<file path="config.mk">
export PLATFORM = sky130hd
export DESIGN_NAME = scc_top
export DESIGN_NICKNAME = d
export VERILOG_FILES = /design/src/rtl/scc_pkg.sv /design/src/rtl/scc_top.sv /design/src/rtl/scc_nco.sv
export SDC_FILE = /design/constraint.sdc
export NUM_CORES = 1
export LEC_CHECK = 0
export ABC_AREA = 0
export BUFFER_PORTS_ARGS = -buffer_cell sky130_fd_sc_hd__clkbuf_2
export CAP_MARGIN = 25
export CORE_UTILIZATION = 45
export CTS_CLUSTER_DIAMETER = 50
export DETAILED_ROUTE_END_ITERATION = 8
export SYNTH_ARGS = -nofsm -noshare
export SYNTH_HDL_FRONTEND = slang
export SYNTH_SLANG_ARGS = --single-unit
export TNS_END_PERCENT = 10
</file>
<file path="constraint.sdc">
create_clock -name i_clk -period 52 [get_ports i_clk]
set_clock_uncertainty 0.1 [all_clocks]
set_input_delay 10.4 -clock i_clk [delete_from_list [all_inputs] [get_ports i_clk]]
set_output_delay 10.4 -clock i_clk [all_outputs]
set_load 0.01 [all_outputs]
</file>
<file path="src/rtl/scc_pkg.sv">
// constants and types shared by the strap-selected clock control block
// assumes a single 100 MHz system clock and straps sensed as three-state level codes
package scc_pkg;

  // system clock rate
  localparam int unsigned CLK_PERIOD_NS = 10;
  localparam int unsigned CLK_KHZ       = 1000000 / CLK_PERIOD_NS;

  // crystal reference, not used by any rate here; the second clock steps are worked from CLK_KHZ
  localparam int unsigned XTAL_HZ = 14318180;

  // sensed pin level codes: ground, open, supply
  localparam logic [1:0] LVL_GND  = 2'h0;
  localparam logic [1:0] LVL_OPEN = 2'h1;
  localparam logic [1:0] LVL_VDD  = 2'h2;

  // resolved tri-level strap value
  typedef enum logic [1:0] {
    TRI_0 = 2'b00,
    TRI_M = 2'b01,
    TRI_1 = 2'b10
  } scc_tri_t;

  // processor clock table in kHz, index = upper strap * 3 + lower strap
  localparam int unsigned FREQ_W = 18;
  localparam logic [FREQ_W-1:0] CPU_KHZ [9] = '{
    18'h0c350, 18'h1046e, 18'h124f8,
    18'h13880, 18'h14582, 18'h15b30,
    18'h186a0, 18'h1e848, 18'h1ff54
  };

  // second clock rates in kHz: 48 MHz, 30 MHz, 12 MHz
  localparam logic [FREQ_W-1:0] USB_KHZ_0 = 18'h0bb80;
  localparam logic [FREQ_W-1:0] USB_KHZ_M = 18'h07530;
  localparam logic [FREQ_W-1:0] USB_KHZ_1 = 18'h02ee0;

  // phase step for the second clock synthesizer: khz * 2^32 / clock khz
  localparam int unsigned NCO_W = 32;
  localparam logic [63:0] NCO_NUM_0 = 64'(USB_KHZ_0) << NCO_W;
  localparam logic [63:0] NCO_NUM_M = 64'(USB_KHZ_M) << NCO_W;
  localparam logic [63:0] NCO_NUM_1 = 64'(USB_KHZ_1) << NCO_W;
  localparam logic [NCO_W-1:0] NCO_STEP_0 = NCO_W'(NCO_NUM_0 / 64'(CLK_KHZ));
  localparam logic [NCO_W-1:0] NCO_STEP_M = NCO_W'(NCO_NUM_M / 64'(CLK_KHZ));
  localparam logic [NCO_W-1:0] NCO_STEP_1 = NCO_W'(NCO_NUM_1 / 64'(CLK_KHZ));

  // down-spread depth in hundredths of a percent
  localparam int unsigned DEPTH_W = 7;
  localparam logic [DEPTH_W-1:0] DEPTH_OFF = 7'h00;
  localparam logic [DEPTH_W-1:0] DEPTH_050 = 7'h32;
  localparam logic [DEPTH_W-1:0] DEPTH_100 = 7'h64;
  localparam logic [DEPTH_W-1:0] DEPTH_125 = 7'h7d;
  localparam int unsigned DEPTH_SCALE = 10000;

  // modulation sweep: triangle of TRI_STEPS levels up and down per period
  localparam int unsigned SWEEP_KHZ     = 28;
  localparam int unsigned SWEEP_CYCLES  = CLK_KHZ / SWEEP_KHZ;
  localparam int unsigned TRI_STEPS     = 64;
  localparam int unsigned TRI_W         = 7;
  localparam int unsigned STEP_CYCLES   = SWEEP_CYCLES / (2 * TRI_STEPS);
  localparam int unsigned STEP_W        = 5;

  // strap settle time after the supply is good, rounded up to cycles
  localparam int unsigned SETTLE_NS     = 1000;
  localparam int unsigned SETTLE_CYCLES = (SETTLE_NS + CLK_PERIOD_NS - 1) / CLK_PERIOD_NS;
  localparam int unsigned SETTLE_W      = 8;

  // register map (byte addresses)
  localparam logic [7:0] REG_CTRL     = 8'h00;
  localparam logic [7:0] REG_STATUS   = 8'h04;
  localparam logic [7:0] REG_CPU_KHZ  = 8'h08;
  localparam logic [7:0] REG_USB_KHZ  = 8'h0c;
  localparam logic [7:0] REG_SPREAD   = 8'h10;

  // control fields and reset value
  localparam int unsigned CTRL_CPU_EN  = 0;
  localparam int unsigned CTRL_USB_EN  = 1;
  localparam int unsigned CTRL_SS_OFF  = 2;
  localparam logic [2:0]  CTRL_RST     = 3'h3;

  // bus answers
  localparam logic [1:0] RESP_OKAY   = 2'h0;
  localparam logic [1:0] RESP_DECERR = 2'h3;

  // power-up strap capture sequence
  typedef enum logic [1:0] {
    ST_WAIT   = 2'b00,
    ST_SETTLE = 2'b01,
    ST_LATCH  = 2'b10,
    ST_RUN    = 2'b11
  } scc_state_t;

endpackage

</file>
<file path="src/rtl/scc_top.sv">
// strap-selected clock synthesizer control: strap capture, rate select, down-spread sweep
// assumes straps arrive as sensed level codes synchronous to i_clk, and an AXI4-Lite master
//
// Added by the designer: register access over AXI4-Lite and the placing of the registers.

module scc_top (
  input  wire logic        i_clk,
  input  wire logic        i_rst_b,
  input  wire logic        i_digital_supply_ok,
  input  wire logic [1:0]  i_cpu_freq_strap_hi,
  input  wire logic [1:0]  i_cpu_freq_strap_lo,
  input  wire logic [1:0]  i_spread_strap_hi,
  input  wire logic [1:0]  i_spread_strap_lo,
  input  wire logic [1:0]  i_usb_pin,
  output logic             o_usb_pin,
  output logic             o_usb_pin_oe,
  output logic [17:0]      o_cpu_freq_khz,
  output logic             o_spread_spectrum_mod,
  output logic             o_straps_done,
  input  wire logic [7:0]  s_axi_awaddr,
  input  wire logic        s_axi_awvalid,
  output logic             s_axi_awready,
  input  wire logic [31:0] s_axi_wdata,
  input  wire logic [3:0]  s_axi_wstrb,
  input  wire logic        s_axi_wvalid,
  output logic             s_axi_wready,
  output logic [1:0]       s_axi_bresp,
  output logic             s_axi_bvalid,
  input  wire logic        s_axi_bready,
  input  wire logic [7:0]  s_axi_araddr,
  input  wire logic        s_axi_arvalid,
  output logic             s_axi_arready,
  output logic [31:0]      s_axi_rdata,
  output logic [1:0]       s_axi_rresp,
  output logic             s_axi_rvalid,
  input  wire logic        s_axi_rready
);

  localparam int unsigned FW = scc_pkg::FREQ_W;
  localparam int unsigned DW = scc_pkg::DEPTH_W;
  localparam int unsigned TW = scc_pkg::TRI_W;

  // tri-level pin resolution
  function automatic scc_pkg::scc_tri_t tri_res(input logic [1:0] lvl);
    scc_pkg::scc_tri_t t;
    t = scc_pkg::TRI_M;
    if (lvl == scc_pkg::LVL_GND) begin
      t = scc_pkg::TRI_0;
    end else if (lvl == scc_pkg::LVL_VDD) begin
      t = scc_pkg::TRI_1;
    end
    return t;
  endfunction

  // table index of a resolved tri-level value: 0, mid, 1 -> 0, 1, 2
  function automatic logic [3:0] tri_idx(input scc_pkg::scc_tri_t t);
    logic [3:0] i;
    i = 4'h1;
    if (t == scc_pkg::TRI_0) begin
      i = 4'h0;
    end else if (t == scc_pkg::TRI_1) begin
      i = 4'h2;
    end
    return i;
  endfunction

  scc_pkg::scc_state_t state_ff;
  scc_pkg::scc_state_t nxt_state;
  logic [scc_pkg::SETTLE_W-1:0] settle_ff;
  logic [scc_pkg::SETTLE_W-1:0] nxt_settle;

  scc_pkg::scc_tri_t fs_hi_ff;
  scc_pkg::scc_tri_t fs_lo_ff;
  scc_pkg::scc_tri_t usb_sel_ff;
  logic [1:0]        ss_ff;

  logic [2:0]        ctrl_ff;
  logic [FW-1:0]     cpu_khz_ff;
  logic              ss_act_ff;
  logic              oe_ff;
  logic              done_ff;

  logic [scc_pkg::STEP_W-1:0] step_cnt_ff;
  logic [TW-1:0]              tri_ff;
  logic                       tri_up_ff;

  // capture sequence: a low supply-good level sends it back to wait; control and strap registers keep their values
  wire settle_end = (settle_ff == scc_pkg::SETTLE_W'(scc_pkg::SETTLE_CYCLES - 1));

  always_comb begin
    nxt_state  = state_ff;
    nxt_settle = '0;
    case (state_ff)
      scc_pkg::ST_WAIT: begin
        if (i_digital_supply_ok) begin
          nxt_state = scc_pkg::ST_SETTLE;
        end
      end
      scc_pkg::ST_SETTLE: begin
        nxt_settle = settle_ff + 1'b1;
        if (settle_end) begin
          nxt_state = scc_pkg::ST_LATCH;
        end
      end
      scc_pkg::ST_LATCH: begin
        nxt_state = scc_pkg::ST_RUN;
      end
      scc_pkg::ST_RUN: begin
        nxt_state = scc_pkg::ST_RUN;
      end
      default: begin
        nxt_state = scc_pkg::ST_WAIT;
      end
    endcase
    if (!i_digital_supply_ok) begin
      nxt_state = scc_pkg::ST_WAIT;            // supply loss is a new power-up
    end
  end

  // state register
  always_ff @(posedge i_clk or negedge i_rst_b) begin
    if (!i_rst_b) begin
      state_ff  <= scc_pkg::ST_WAIT;
      settle_ff <= '0;
    end else begin
      state_ff  <= nxt_state;
      settle_ff <= nxt_settle;
    end
  end

  // straps latched once, in the latch state only; held until next power-up
  wire latch_now = (state_ff == scc_pkg::ST_LATCH);

  always_ff @(posedge i_clk or negedge i_rst_b) begin
    if (!i_rst_b) begin
      fs_hi_ff   <= scc_pkg::TRI_M;
      fs_lo_ff   <= scc_pkg::TRI_M;
      usb_sel_ff <= scc_pkg::TRI_M;
      ss_ff      <= 2'h3;
    end else if (latch_now) begin
      fs_hi_ff   <= tri_res(i_cpu_freq_strap_hi);
      fs_lo_ff   <= tri_res(i_cpu_freq_strap_lo);
      usb_sel_ff <= tri_res(i_usb_pin);
      ss_ff[1]   <= (i_spread_strap_hi != scc_pkg::LVL_GND);
      ss_ff[0]   <= (i_spread_strap_lo != scc_pkg::LVL_GND);
    end
  end

  // processor rate select from the crystal-derived table
  wire [3:0]    cpu_idx = 4'(tri_idx(fs_hi_ff) * 4'h3) + tri_idx(fs_lo_ff);
  wire [FW-1:0] cpu_nom = scc_pkg::CPU_KHZ[cpu_idx];

  // spread depth from the two spread straps
  wire [DW-1:0] depth_sel = (ss_ff == 2'h1) ? scc_pkg::DEPTH_050 :
                            (ss_ff == 2'h2) ? scc_pkg::DEPTH_100 :
                            (ss_ff == 2'h3) ? scc_pkg::DEPTH_125 :
                            scc_pkg::DEPTH_OFF;
  wire          running   = (state_ff == scc_pkg::ST_RUN);
  wire          ss_on     = running && (ss_ff != 2'h0) && !ctrl_ff[scc_pkg::CTRL_SS_OFF];

  // second clock step word, never modulated
  wire [scc_pkg::NCO_W-1:0] usb_step =
    (usb_sel_ff == scc_pkg::TRI_0) ? scc_pkg::NCO_STEP_0 :
    (usb_sel_ff == scc_pkg::TRI_1) ? scc_pkg::NCO_STEP_1 :
    scc_pkg::NCO_STEP_M;
  wire [FW-1:0] usb_khz =
    (usb_sel_ff == scc_pkg::TRI_0) ? scc_pkg::USB_KHZ_0 :
    (usb_sel_ff == scc_pkg::TRI_1) ? scc_pkg::USB_KHZ_1 :
    scc_pkg::USB_KHZ_M;

  // sweep step enable from a divider
  wire step_en = (step_cnt_ff == scc_pkg::STEP_W'(scc_pkg::STEP_CYCLES - 1));

  always_ff @(posedge i_clk or negedge i_rst_b) begin
    if (!i_rst_b) begin
      step_cnt_ff <= '0;
    end else if (!ss_on || step_en) begin
      step_cnt_ff <= '0;
    end else begin
      step_cnt_ff <= step_cnt_ff + 1'b1;
    end
  end

  // triangle sweep 0..TRI_STEPS..0, one period near the sweep rate
  wire tri_top = (tri_ff == TW'(scc_pkg::TRI_STEPS - 1));
  wire tri_bot = (tri_ff == TW'(1));

  always_ff @(posedge i_clk or negedge i_rst_b) begin
    if (!i_rst_b) begin
      tri_ff    <= '0;
      tri_up_ff <= 1'b1;
    end else if (!ss_on) begin
      tri_ff    <= '0;
      tri_up_ff <= 1'b1;
    end else if (step_en) begin
      tri_ff    <= tri_up_ff ? tri_ff + 1'b1 : tri_ff - 1'b1;
      if (tri_up_ff && tri_top) begin
        tri_up_ff <= 1'b0;
      end else if (!tri_up_ff && tri_bot) begin
        tri_up_ff <= 1'b1;
      end
    end
  end

  // down-spread offset: nominal * depth * tri / (scale * steps)
  wire [39:0] prod    = 40'(cpu_nom) * 40'(depth_sel) * 40'(tri_ff);
  wire [39:0] off_w   = prod / 40'(scc_pkg::DEPTH_SCALE * scc_pkg::TRI_STEPS);
  wire [FW-1:0] cpu_mod = ss_on ? cpu_nom - off_w[FW-1:0] : cpu_nom;

  // output rate, gated off until capture and when software stops it
  wire [FW-1:0] nxt_cpu_khz = (running && ctrl_ff[scc_pkg::CTRL_CPU_EN]) ? cpu_mod : '0;
  wire          usb_run     = running && ctrl_ff[scc_pkg::CTRL_USB_EN];

  always_ff @(posedge i_clk or negedge i_rst_b) begin
    if (!i_rst_b) begin
      cpu_khz_ff <= '0;
      ss_act_ff  <= 1'b0;
      oe_ff      <= 1'b0;
      done_ff    <= 1'b0;
    end else begin
      cpu_khz_ff <= nxt_cpu_khz;
      ss_act_ff  <= ss_on;
      oe_ff      <= usb_run;
      done_ff    <= running;
    end
  end

  // second clock synthesizer
  scc_nco #(
    .W (scc_pkg::NCO_W)
  ) u_nco (
    .i_clk   (i_clk),
    .i_rst_b (i_rst_b),
    .i_en    (usb_run),
    .i_step  (usb_step),
    .o_clk   (o_usb_pin)
  );

  assign o_usb_pin_oe          = oe_ff;
  assign o_cpu_freq_khz        = cpu_khz_ff;
  assign o_spread_spectrum_mod = ss_act_ff;
  assign o_straps_done         = done_ff;

  // AXI4-Lite write path: address and data taken in either order
  logic        aw_full_ff;
  logic        w_full_ff;
  logic [7:0]  aw_addr_ff;
  logic [31:0] w_data_ff;
  logic [3:0]  w_strb_ff;
  logic        aw_rdy_ff;
  logic        w_rdy_ff;
  logic        bvalid_ff;
  logic [1:0]  bresp_ff;

  wire aw_hs     = s_axi_awvalid && aw_rdy_ff;
  wire w_hs      = s_axi_wvalid && w_rdy_ff;
  wire aw_have   = aw_full_ff || aw_hs;
  wire w_have    = w_full_ff || w_hs;
  wire wr_go     = aw_have && w_have && !bvalid_ff;
  wire [7:0] wa  = aw_full_ff ? aw_addr_ff : s_axi_awaddr;
  wire [31:0] wd = w_full_ff ? w_data_ff : s_axi_wdata;
  wire [3:0] ws  = w_full_ff ? w_strb_ff : s_axi_wstrb;
  wire wr_known  = (wa == scc_pkg::REG_CTRL) || (wa == scc_pkg::REG_STATUS) ||
                   (wa == scc_pkg::REG_CPU_KHZ) || (wa == scc_pkg::REG_USB_KHZ) ||
                   (wa == scc_pkg::REG_SPREAD);
  wire wr_ctrl   = wr_go && (wa == scc_pkg::REG_CTRL) && ws[0];
  wire nxt_aw_full = aw_have && !wr_go;
  wire nxt_w_full  = w_have && !wr_go;
  wire nxt_bvalid  = wr_go || (bvalid_ff && !s_axi_bready);

  // write channel state
  always_ff @(posedge i_clk or negedge i_rst_b) begin
    if (!i_rst_b) begin
      aw_full_ff <= 1'b0;
      w_full_ff  <= 1'b0;
      aw_addr_ff <= '0;
      w_data_ff  <= '0;
      w_strb_ff  <= '0;
      aw_rdy_ff  <= 1'b0;
      w_rdy_ff   <= 1'b0;
      bvalid_ff  <= 1'b0;
      bresp_ff   <= scc_pkg::RESP_OKAY;
    end else begin
      aw_full_ff <= nxt_aw_full;
      w_full_ff  <= nxt_w_full;
      if (aw_hs) begin
        aw_addr_ff <= s_axi_awaddr;
      end
      if (w_hs) begin
        w_data_ff <= s_axi_wdata;
        w_strb_ff <= s_axi_wstrb;
      end
      aw_rdy_ff <= !nxt_aw_full && !nxt_bvalid;
      w_rdy_ff  <= !nxt_w_full && !nxt_bvalid;
      bvalid_ff <= nxt_bvalid;
      if (wr_go) begin
        bresp_ff <= wr_known ? scc_pkg::RESP_OKAY : scc_pkg::RESP_DECERR;
      end
    end
  end

  // control register, low byte lane only
  always_ff @(posedge i_clk or negedge i_rst_b) begin
    if (!i_rst_b) begin
      ctrl_ff <= scc_pkg::CTRL_RST;
    end else if (wr_ctrl) begin
      ctrl_ff <= wd[2:0];
    end
  end

  assign s_axi_awready = aw_rdy_ff;
  assign s_axi_wready  = w_rdy_ff;
  assign s_axi_bvalid  = bvalid_ff;
  assign s_axi_bresp   = bresp_ff;

  // AXI4-Lite read path
  logic        ar_rdy_ff;
  logic        rvalid_ff;
  logic [31:0] rdata_ff;
  logic [1:0]  rresp_ff;

  wire ar_hs = s_axi_arvalid && ar_rdy_ff;
  wire [7:0] ra = s_axi_araddr;
  wire [31:0] stat_word = {21'h0, done_ff, ss_ff, 2'(tri_idx(usb_sel_ff)),
                           2'(tri_idx(fs_lo_ff)), 2'(tri_idx(fs_hi_ff)), 2'(state_ff)};
  wire rd_ctrl = (ra == scc_pkg::REG_CTRL);
  wire rd_stat = (ra == scc_pkg::REG_STATUS);
  wire rd_cpu  = (ra == scc_pkg::REG_CPU_KHZ);
  wire rd_usb  = (ra == scc_pkg::REG_USB_KHZ);
  wire rd_ss   = (ra == scc_pkg::REG_SPREAD);
  wire rd_known = rd_ctrl || rd_stat || rd_cpu || rd_usb || rd_ss;
  wire [31:0] rd_word = rd_ctrl ? {29'h0, ctrl_ff} :
                        rd_stat ? stat_word :
                        rd_cpu  ? {14'h0, cpu_khz_ff} :
                        rd_usb  ? (done_ff ? {14'h0, usb_khz} : 32'h0) :
                        rd_ss   ? {24'h0, ss_act_ff, depth_sel} :
                        32'h0;
  wire nxt_rvalid = ar_hs || (rvalid_ff && !s_axi_rready);

  // read channel state
  always_ff @(posedge i_clk or negedge i_rst_b) begin
    if (!i_rst_b) begin
      ar_rdy_ff <= 1'b0;
      rvalid_ff <= 1'b0;
      rdata_ff  <= '0;
      rresp_ff  <= scc_pkg::RESP_OKAY;
    end else begin
      ar_rdy_ff <= !nxt_rvalid;
      rvalid_ff <= nxt_rvalid;
      if (ar_hs) begin
        rdata_ff <= rd_word;
        rresp_ff <= rd_known ? scc_pkg::RESP_OKAY : scc_pkg::RESP_DECERR;
      end
    end
  end

  assign s_axi_arready = ar_rdy_ff;
  assign s_axi_rvalid  = rvalid_ff;
  assign s_axi_rdata   = rdata_ff;
  assign s_axi_rresp   = rresp_ff;

endmodule

</file>
<file path="src/rtl/scc_nco.sv">
// phase-accumulator clock synthesizer for the second clock output
// assumes the step word is static while enabled; output is a registered square wave
module scc_nco #(
  parameter int unsigned W = 32
) (
  input  wire logic         i_clk,
  input  wire logic         i_rst_b,
  input  wire logic         i_en,
  input  wire logic [W-1:0] i_step,
  output logic              o_clk
);

  logic [W-1:0] acc_ff;
  logic         out_ff;

  // accumulate phase while enabled, park at zero otherwise
  always_ff @(posedge i_clk or negedge i_rst_b) begin
    if (!i_rst_b) begin
      acc_ff <= '0;
      out_ff <= 1'b0;
    end else if (i_en) begin
      acc_ff <= acc_ff + i_step;
      out_ff <= acc_ff[W-1];
    end else begin
      acc_ff <= '0;
      out_ff <= 1'b0;
    end
  end

  assign o_clk = out_ff;

endmodule

</file>
==> impl_results.html <==
<table>
<tr><th>Metric</th><th>Value</th></tr>
<tr><th colspan="2">Drt</th></tr>
<tr><td>Number of search-and-repair iterations in the first detailed-routing pass</td><td>7</td></tr>
<tr><td>DRC violation count after routing</td><td>0</td></tr>
<tr><td>Routed Wire Length</td><td>53,000 um</td></tr>
<tr><td>Final routed wire length divided by cell count</td><td>16.7 um</td></tr>
<tr><td>Remaining antenna violation count</td><td>0</td></tr>
<tr><td>Initial detailed-routing violation count</td><td>1,252</td></tr>
<tr><td>Vias post-DR</td><td>18,283</td></tr>
<tr><td>Vias per cell</td><td>5.77</td></tr>
<tr><th colspan="2">Setup path</th></tr>
<tr><td>Data required time of the critical path</td><td>52,210 ps</td></tr>
<tr><td>Cells on worst reg2reg path</td><td>99</td></tr>
<tr><td>CP Max Fanout</td><td>15</td></tr>
<tr><td>Crit. End Element</td><td>register</td></tr>
<tr><td>Most used cell, CP</td><td>a21oi_1</td></tr>
<tr><td>Max incr delay on CP</td><td>760 ps</td></tr>
<tr><td>Crit path max-delay cell type</td><td>fa_1</td></tr>
<tr><td>Crit path arrival time</td><td>28,640 ps</td></tr>
<tr><td>Startpoint Class</td><td>register</td></tr>
<tr><td>Path type of the worst setup path</td><td>register to register</td></tr>
<tr><th colspan="2">Outcome</th></tr>
<tr><td>Outcome</td><td>finished, final reports clean</td></tr>
<tr><th colspan="2">Worst hold path</th></tr>
<tr><td>Number of cells on the worst hold path</td><td>2</td></tr>
<tr><td>Class of the worst hold path</td><td>register to register</td></tr>
<tr><th colspan="2">STA</th></tr>
<tr><td>Worst Hold Margin</td><td>385 ps</td></tr>
<tr><td>Final Max Slew Viols</td><td>0</td></tr>
<tr><td>Setup tns final</td><td>0 ps</td></tr>
<tr><td>Worst slew margin</td><td>0.322</td></tr>
<tr><td>Highest clock rate</td><td>0.0352 GHz</td></tr>
<tr><td>Number of hold-slack violations in the final timing report</td><td>0</td></tr>
<tr><td>RSZ-0062 raised after global routing</td><td>false</td></tr>
<tr><td>Worst-Margin Slew</td><td>1020 ps</td></tr>
<tr><td>Final cycle utilization of the critical path</td><td>0.547</td></tr>
<tr><td>Min Clock Period, post-route</td><td>28,430 ps</td></tr>
<tr><td>Final setup fails</td><td>0</td></tr>
<tr><th colspan="2">Synthesis</th></tr>
<tr><td>Number of flops mapped to enable cells by yosys</td><td>0</td></tr>
<tr><td>Count of different cell masters after synthesis</td><td>142</td></tr>
<tr><td>Sequential area share after synthesis</td><td>0.150</td></tr>
<tr><td>Netlist area before placement</td><td>21,200 um^2</td></tr>
<tr><td>Library cell with the largest summed area after synthesis</td><td>fa_1</td></tr>
<tr><td>Fraction of synthesized cell area taken by the top area cell type</td><td>0.171</td></tr>
<tr><td>Share of flip-flops with an asynchronous set or reset</td><td>1.00</td></tr>
<tr><td>Synthesized instance count</td><td>2,527</td></tr>
<tr><td>Main synth FF type</td><td>dfrtp_1</td></tr>
<tr><td>Synthesized flop and latch total</td><td>127</td></tr>
<tr><td>Syn. warnings</td><td>0</td></tr>
<tr><td>Leading post-synthesis cells by cell area</td><td>fa_1 (17%), dfrtp_1 (14%), ha_1 (8.4%)</td></tr>
<tr><td>Average cell area after synthesis</td><td>8.39 um^2</td></tr>
<tr><th colspan="2">Clock tree</th></tr>
<tr><td>Clock input transition at the sequential cells of the worst setup and hold paths</td><td>50 ps</td></tr>
<tr><td>Buffer levels on the longest clock path</td><td>2</td></tr>
<tr><td>Number of H-tree levels</td><td>4</td></tr>
<tr><td>Hold buffer count at CTS</td><td>0</td></tr>
<tr><td># clock sinks</td><td>127</td></tr>
<tr><td>Worst-skew pair later-pin latency</td><td>420 ps</td></tr>
<tr><td>Setup Fix Bufs, Post-CTS</td><td>0</td></tr>
<tr><td>Resized cells post-CTS</td><td>0</td></tr>
<tr><td>CTS root buffer</td><td>clkbuf_16</td></tr>
<tr><td>TritonCTS clock tree</td><td>done</td></tr>
<tr><td>Number of CTS-inserted buffers</td><td>17</td></tr>
<tr><th colspan="2">Floorplan</th></tr>
<tr><td>Site Rows</td><td>79</td></tr>
<tr><td>Full die area</td><td>48,000 um^2</td></tr>
<tr><td>I/O pin count</td><td>133</td></tr>
<tr><td>Standard cell core area</td><td>46,600 um^2</td></tr>
<tr><td>Die width</td><td>219 um</td></tr>
<tr><td>Initial Utilization</td><td>0.455</td></tr>
<tr><td>Vertical extent of the die</td><td>219 um</td></tr>
<tr><th colspan="2">Layout</th></tr>
<tr><td>Finished Layout Cells</td><td>3,169</td></tr>
<tr><td>Layout cell share with drive strength beyond 1</td><td>0.109</td></tr>
<tr><td>Filler cells</td><td>4,474</td></tr>
<tr><td>Area added between synthesis and finish</td><td>6.91%</td></tr>
<tr><td>Count of antenna diodes in the layout</td><td>0</td></tr>
<tr><td>Final core utilization</td><td>0.487</td></tr>
<tr><td>Post-layout net count</td><td>2,944</td></tr>
<tr><th colspan="2">Placed design</th></tr>
<tr><td>Post-DP HPWL</td><td>43,000 um</td></tr>
<tr><td>Instance count after placement with tap cells included</td><td>3,136</td></tr>
<tr><td>Port Buffer Count</td><td>86</td></tr>
<tr><td>Routability congestion estimate</td><td>0.867</td></tr>
<tr><th colspan="2">GRT</th></tr>
<tr><td>Global-route usage over all layers</td><td>0.229</td></tr>
<tr><td>Maximum number of pins on one net before global-route repair</td><td>74</td></tr>
<tr><td>Grt total ovfl</td><td>0</td></tr>
<tr><td>Number of global-route vias before repair</td><td>17,995</td></tr>
<tr><td>Antenna violations before repair</td><td>0</td></tr>
<tr><td>First-pass GRT wire length</td><td>90,700 um</td></tr>
<tr><th colspan="2">Run</th></tr>
<tr><td>Maximum Capacitance Violations</td><td>0</td></tr>
</table>
cells in the mapped netlist, types with 41 or more instances:
| master | instances |
|---|---|
| dfrtp_1 | 119 |
| inv_1 | 264 |
| clkbuf_1 | 61 |
| nand2_1 | 275 |
| ha_1 | 143 |
| nor2_1 | 182 |
| xnor2_1 | 88 |
| and2_1 | 121 |
| a21oi_1 | 138 |
| nand3_1 | 48 |
| fa_1 | 181 |
| nor3_1 | 41 |
| o21ai_0 | 103 |
| a21o_1 | 42 |
| xor2_1 | 46 |
cell families (layout without fill, tap and decap cells):
family,after synthesis,in the layout,share of synthesized area
fa+ha+maj,330,330,0.258
simple gates,862,862,0.204
other cells,1,14,0.000177
mux,54,54,0.0282
xor+xnor,140,140,0.0605
flops,127,127,0.150
compound gates,641,641,0.227
buf+inv,372,394,0.0719
per-layer routing:
metal,part of all wire,global-route usage
met1,0.46,0.312
met2,0.49,0.395
met3,0.037,0.0166
met4,0.013,0.0491
met5,0,0
critical path, delay by kind of cell (launching register included):
| family | cells | cell delay (ps) |
|---|---|---|
| multiplexers | 1 | 460 |
| flip-flops | 1 | 590 |
| XOR/XNOR | 3 | 1630 |
| adder cells (fa/ha/maj) | 14 | 6580 |
| buffers and inverters | 10 | 950 |
| AND/OR/NAND/NOR | 18 | 3420 |
| AO/OA/AOI/OAI | 53 | 14540 |
placed cells by master, fill, tap and decap left out, types with 42 or more instances in the layout:
cell type | netlist | layout
a21o_1 | 42 | 42
a21oi_1 | 138 | 138
and2_1 | 121 | 121
clkbuf_2 | 1 | 85
dfrtp_1 | 119 | 119
fa_1 | 181 | 181
ha_1 | 143 | 143
inv_1 | 264 | 264
nand2_1 | 275 | 275
nand3_1 | 48 | 48
nor2_1 | 182 | 182
o21ai_0 | 103 | 103
xnor2_1 | 88 | 88
xor2_1 | 46 | 46
layout make-up:
cell class,instances,area [um^2],area share
Multi-Input combinational cell,2041,16500,0.730
Sequential cell,127,3190,0.141
Inverter,271,1020,0.0451
Tap cell,607,759,0.0335
Timing Repair Buffer,92,518,0.0229
Clock buffer,21,450,0.0199
Clock inverter,10,185,0.00817
path summary, 6_finish.rpt:
check / to / slack [ps] / start
setup / recovery: o_cpu_freq_khz[16] / 23570 / fs_lo_ff[0]
hold / removal: s_axi_rdata[7] / 380 / s_axi_rdata[7]
setup reg to reg: o_cpu_freq_khz[16] / 23570 / fs_lo_ff[0]
hold reg to reg: s_axi_rdata[7] / 380 / s_axi_rdata[7]
max in group asynchronous: s_axi_rdata[10] / 40470 / i_rst_b
min in group asynchronous: u_nco.acc_ff[6] / 9920 / i_rst_b
sequential cells by signal, indices dropped and copies added, names as in the netlist, 3 cells and up:
signal and count:
settle_ff 8, tri_ff 7, o_cpu_freq_khz 18, ctrl_ff 3
step_cnt_ff 5, s_axi_rdata 18, aw_addr_ff 8, w_data_ff 3
u_nco.acc_ff 32
metrics by stage:
step,setup slack [ps],instance area (um^2)
floorplan,28440,21300
global placement,24190,22000
detailed placement,23980,22000
CTS,23840,22600
global route,21460,22700
finish,23570,22700
Power is left out: the tool's default activity adds up to more than one toggle a clock period on the data nets, which glitch-free logic cannot reach.
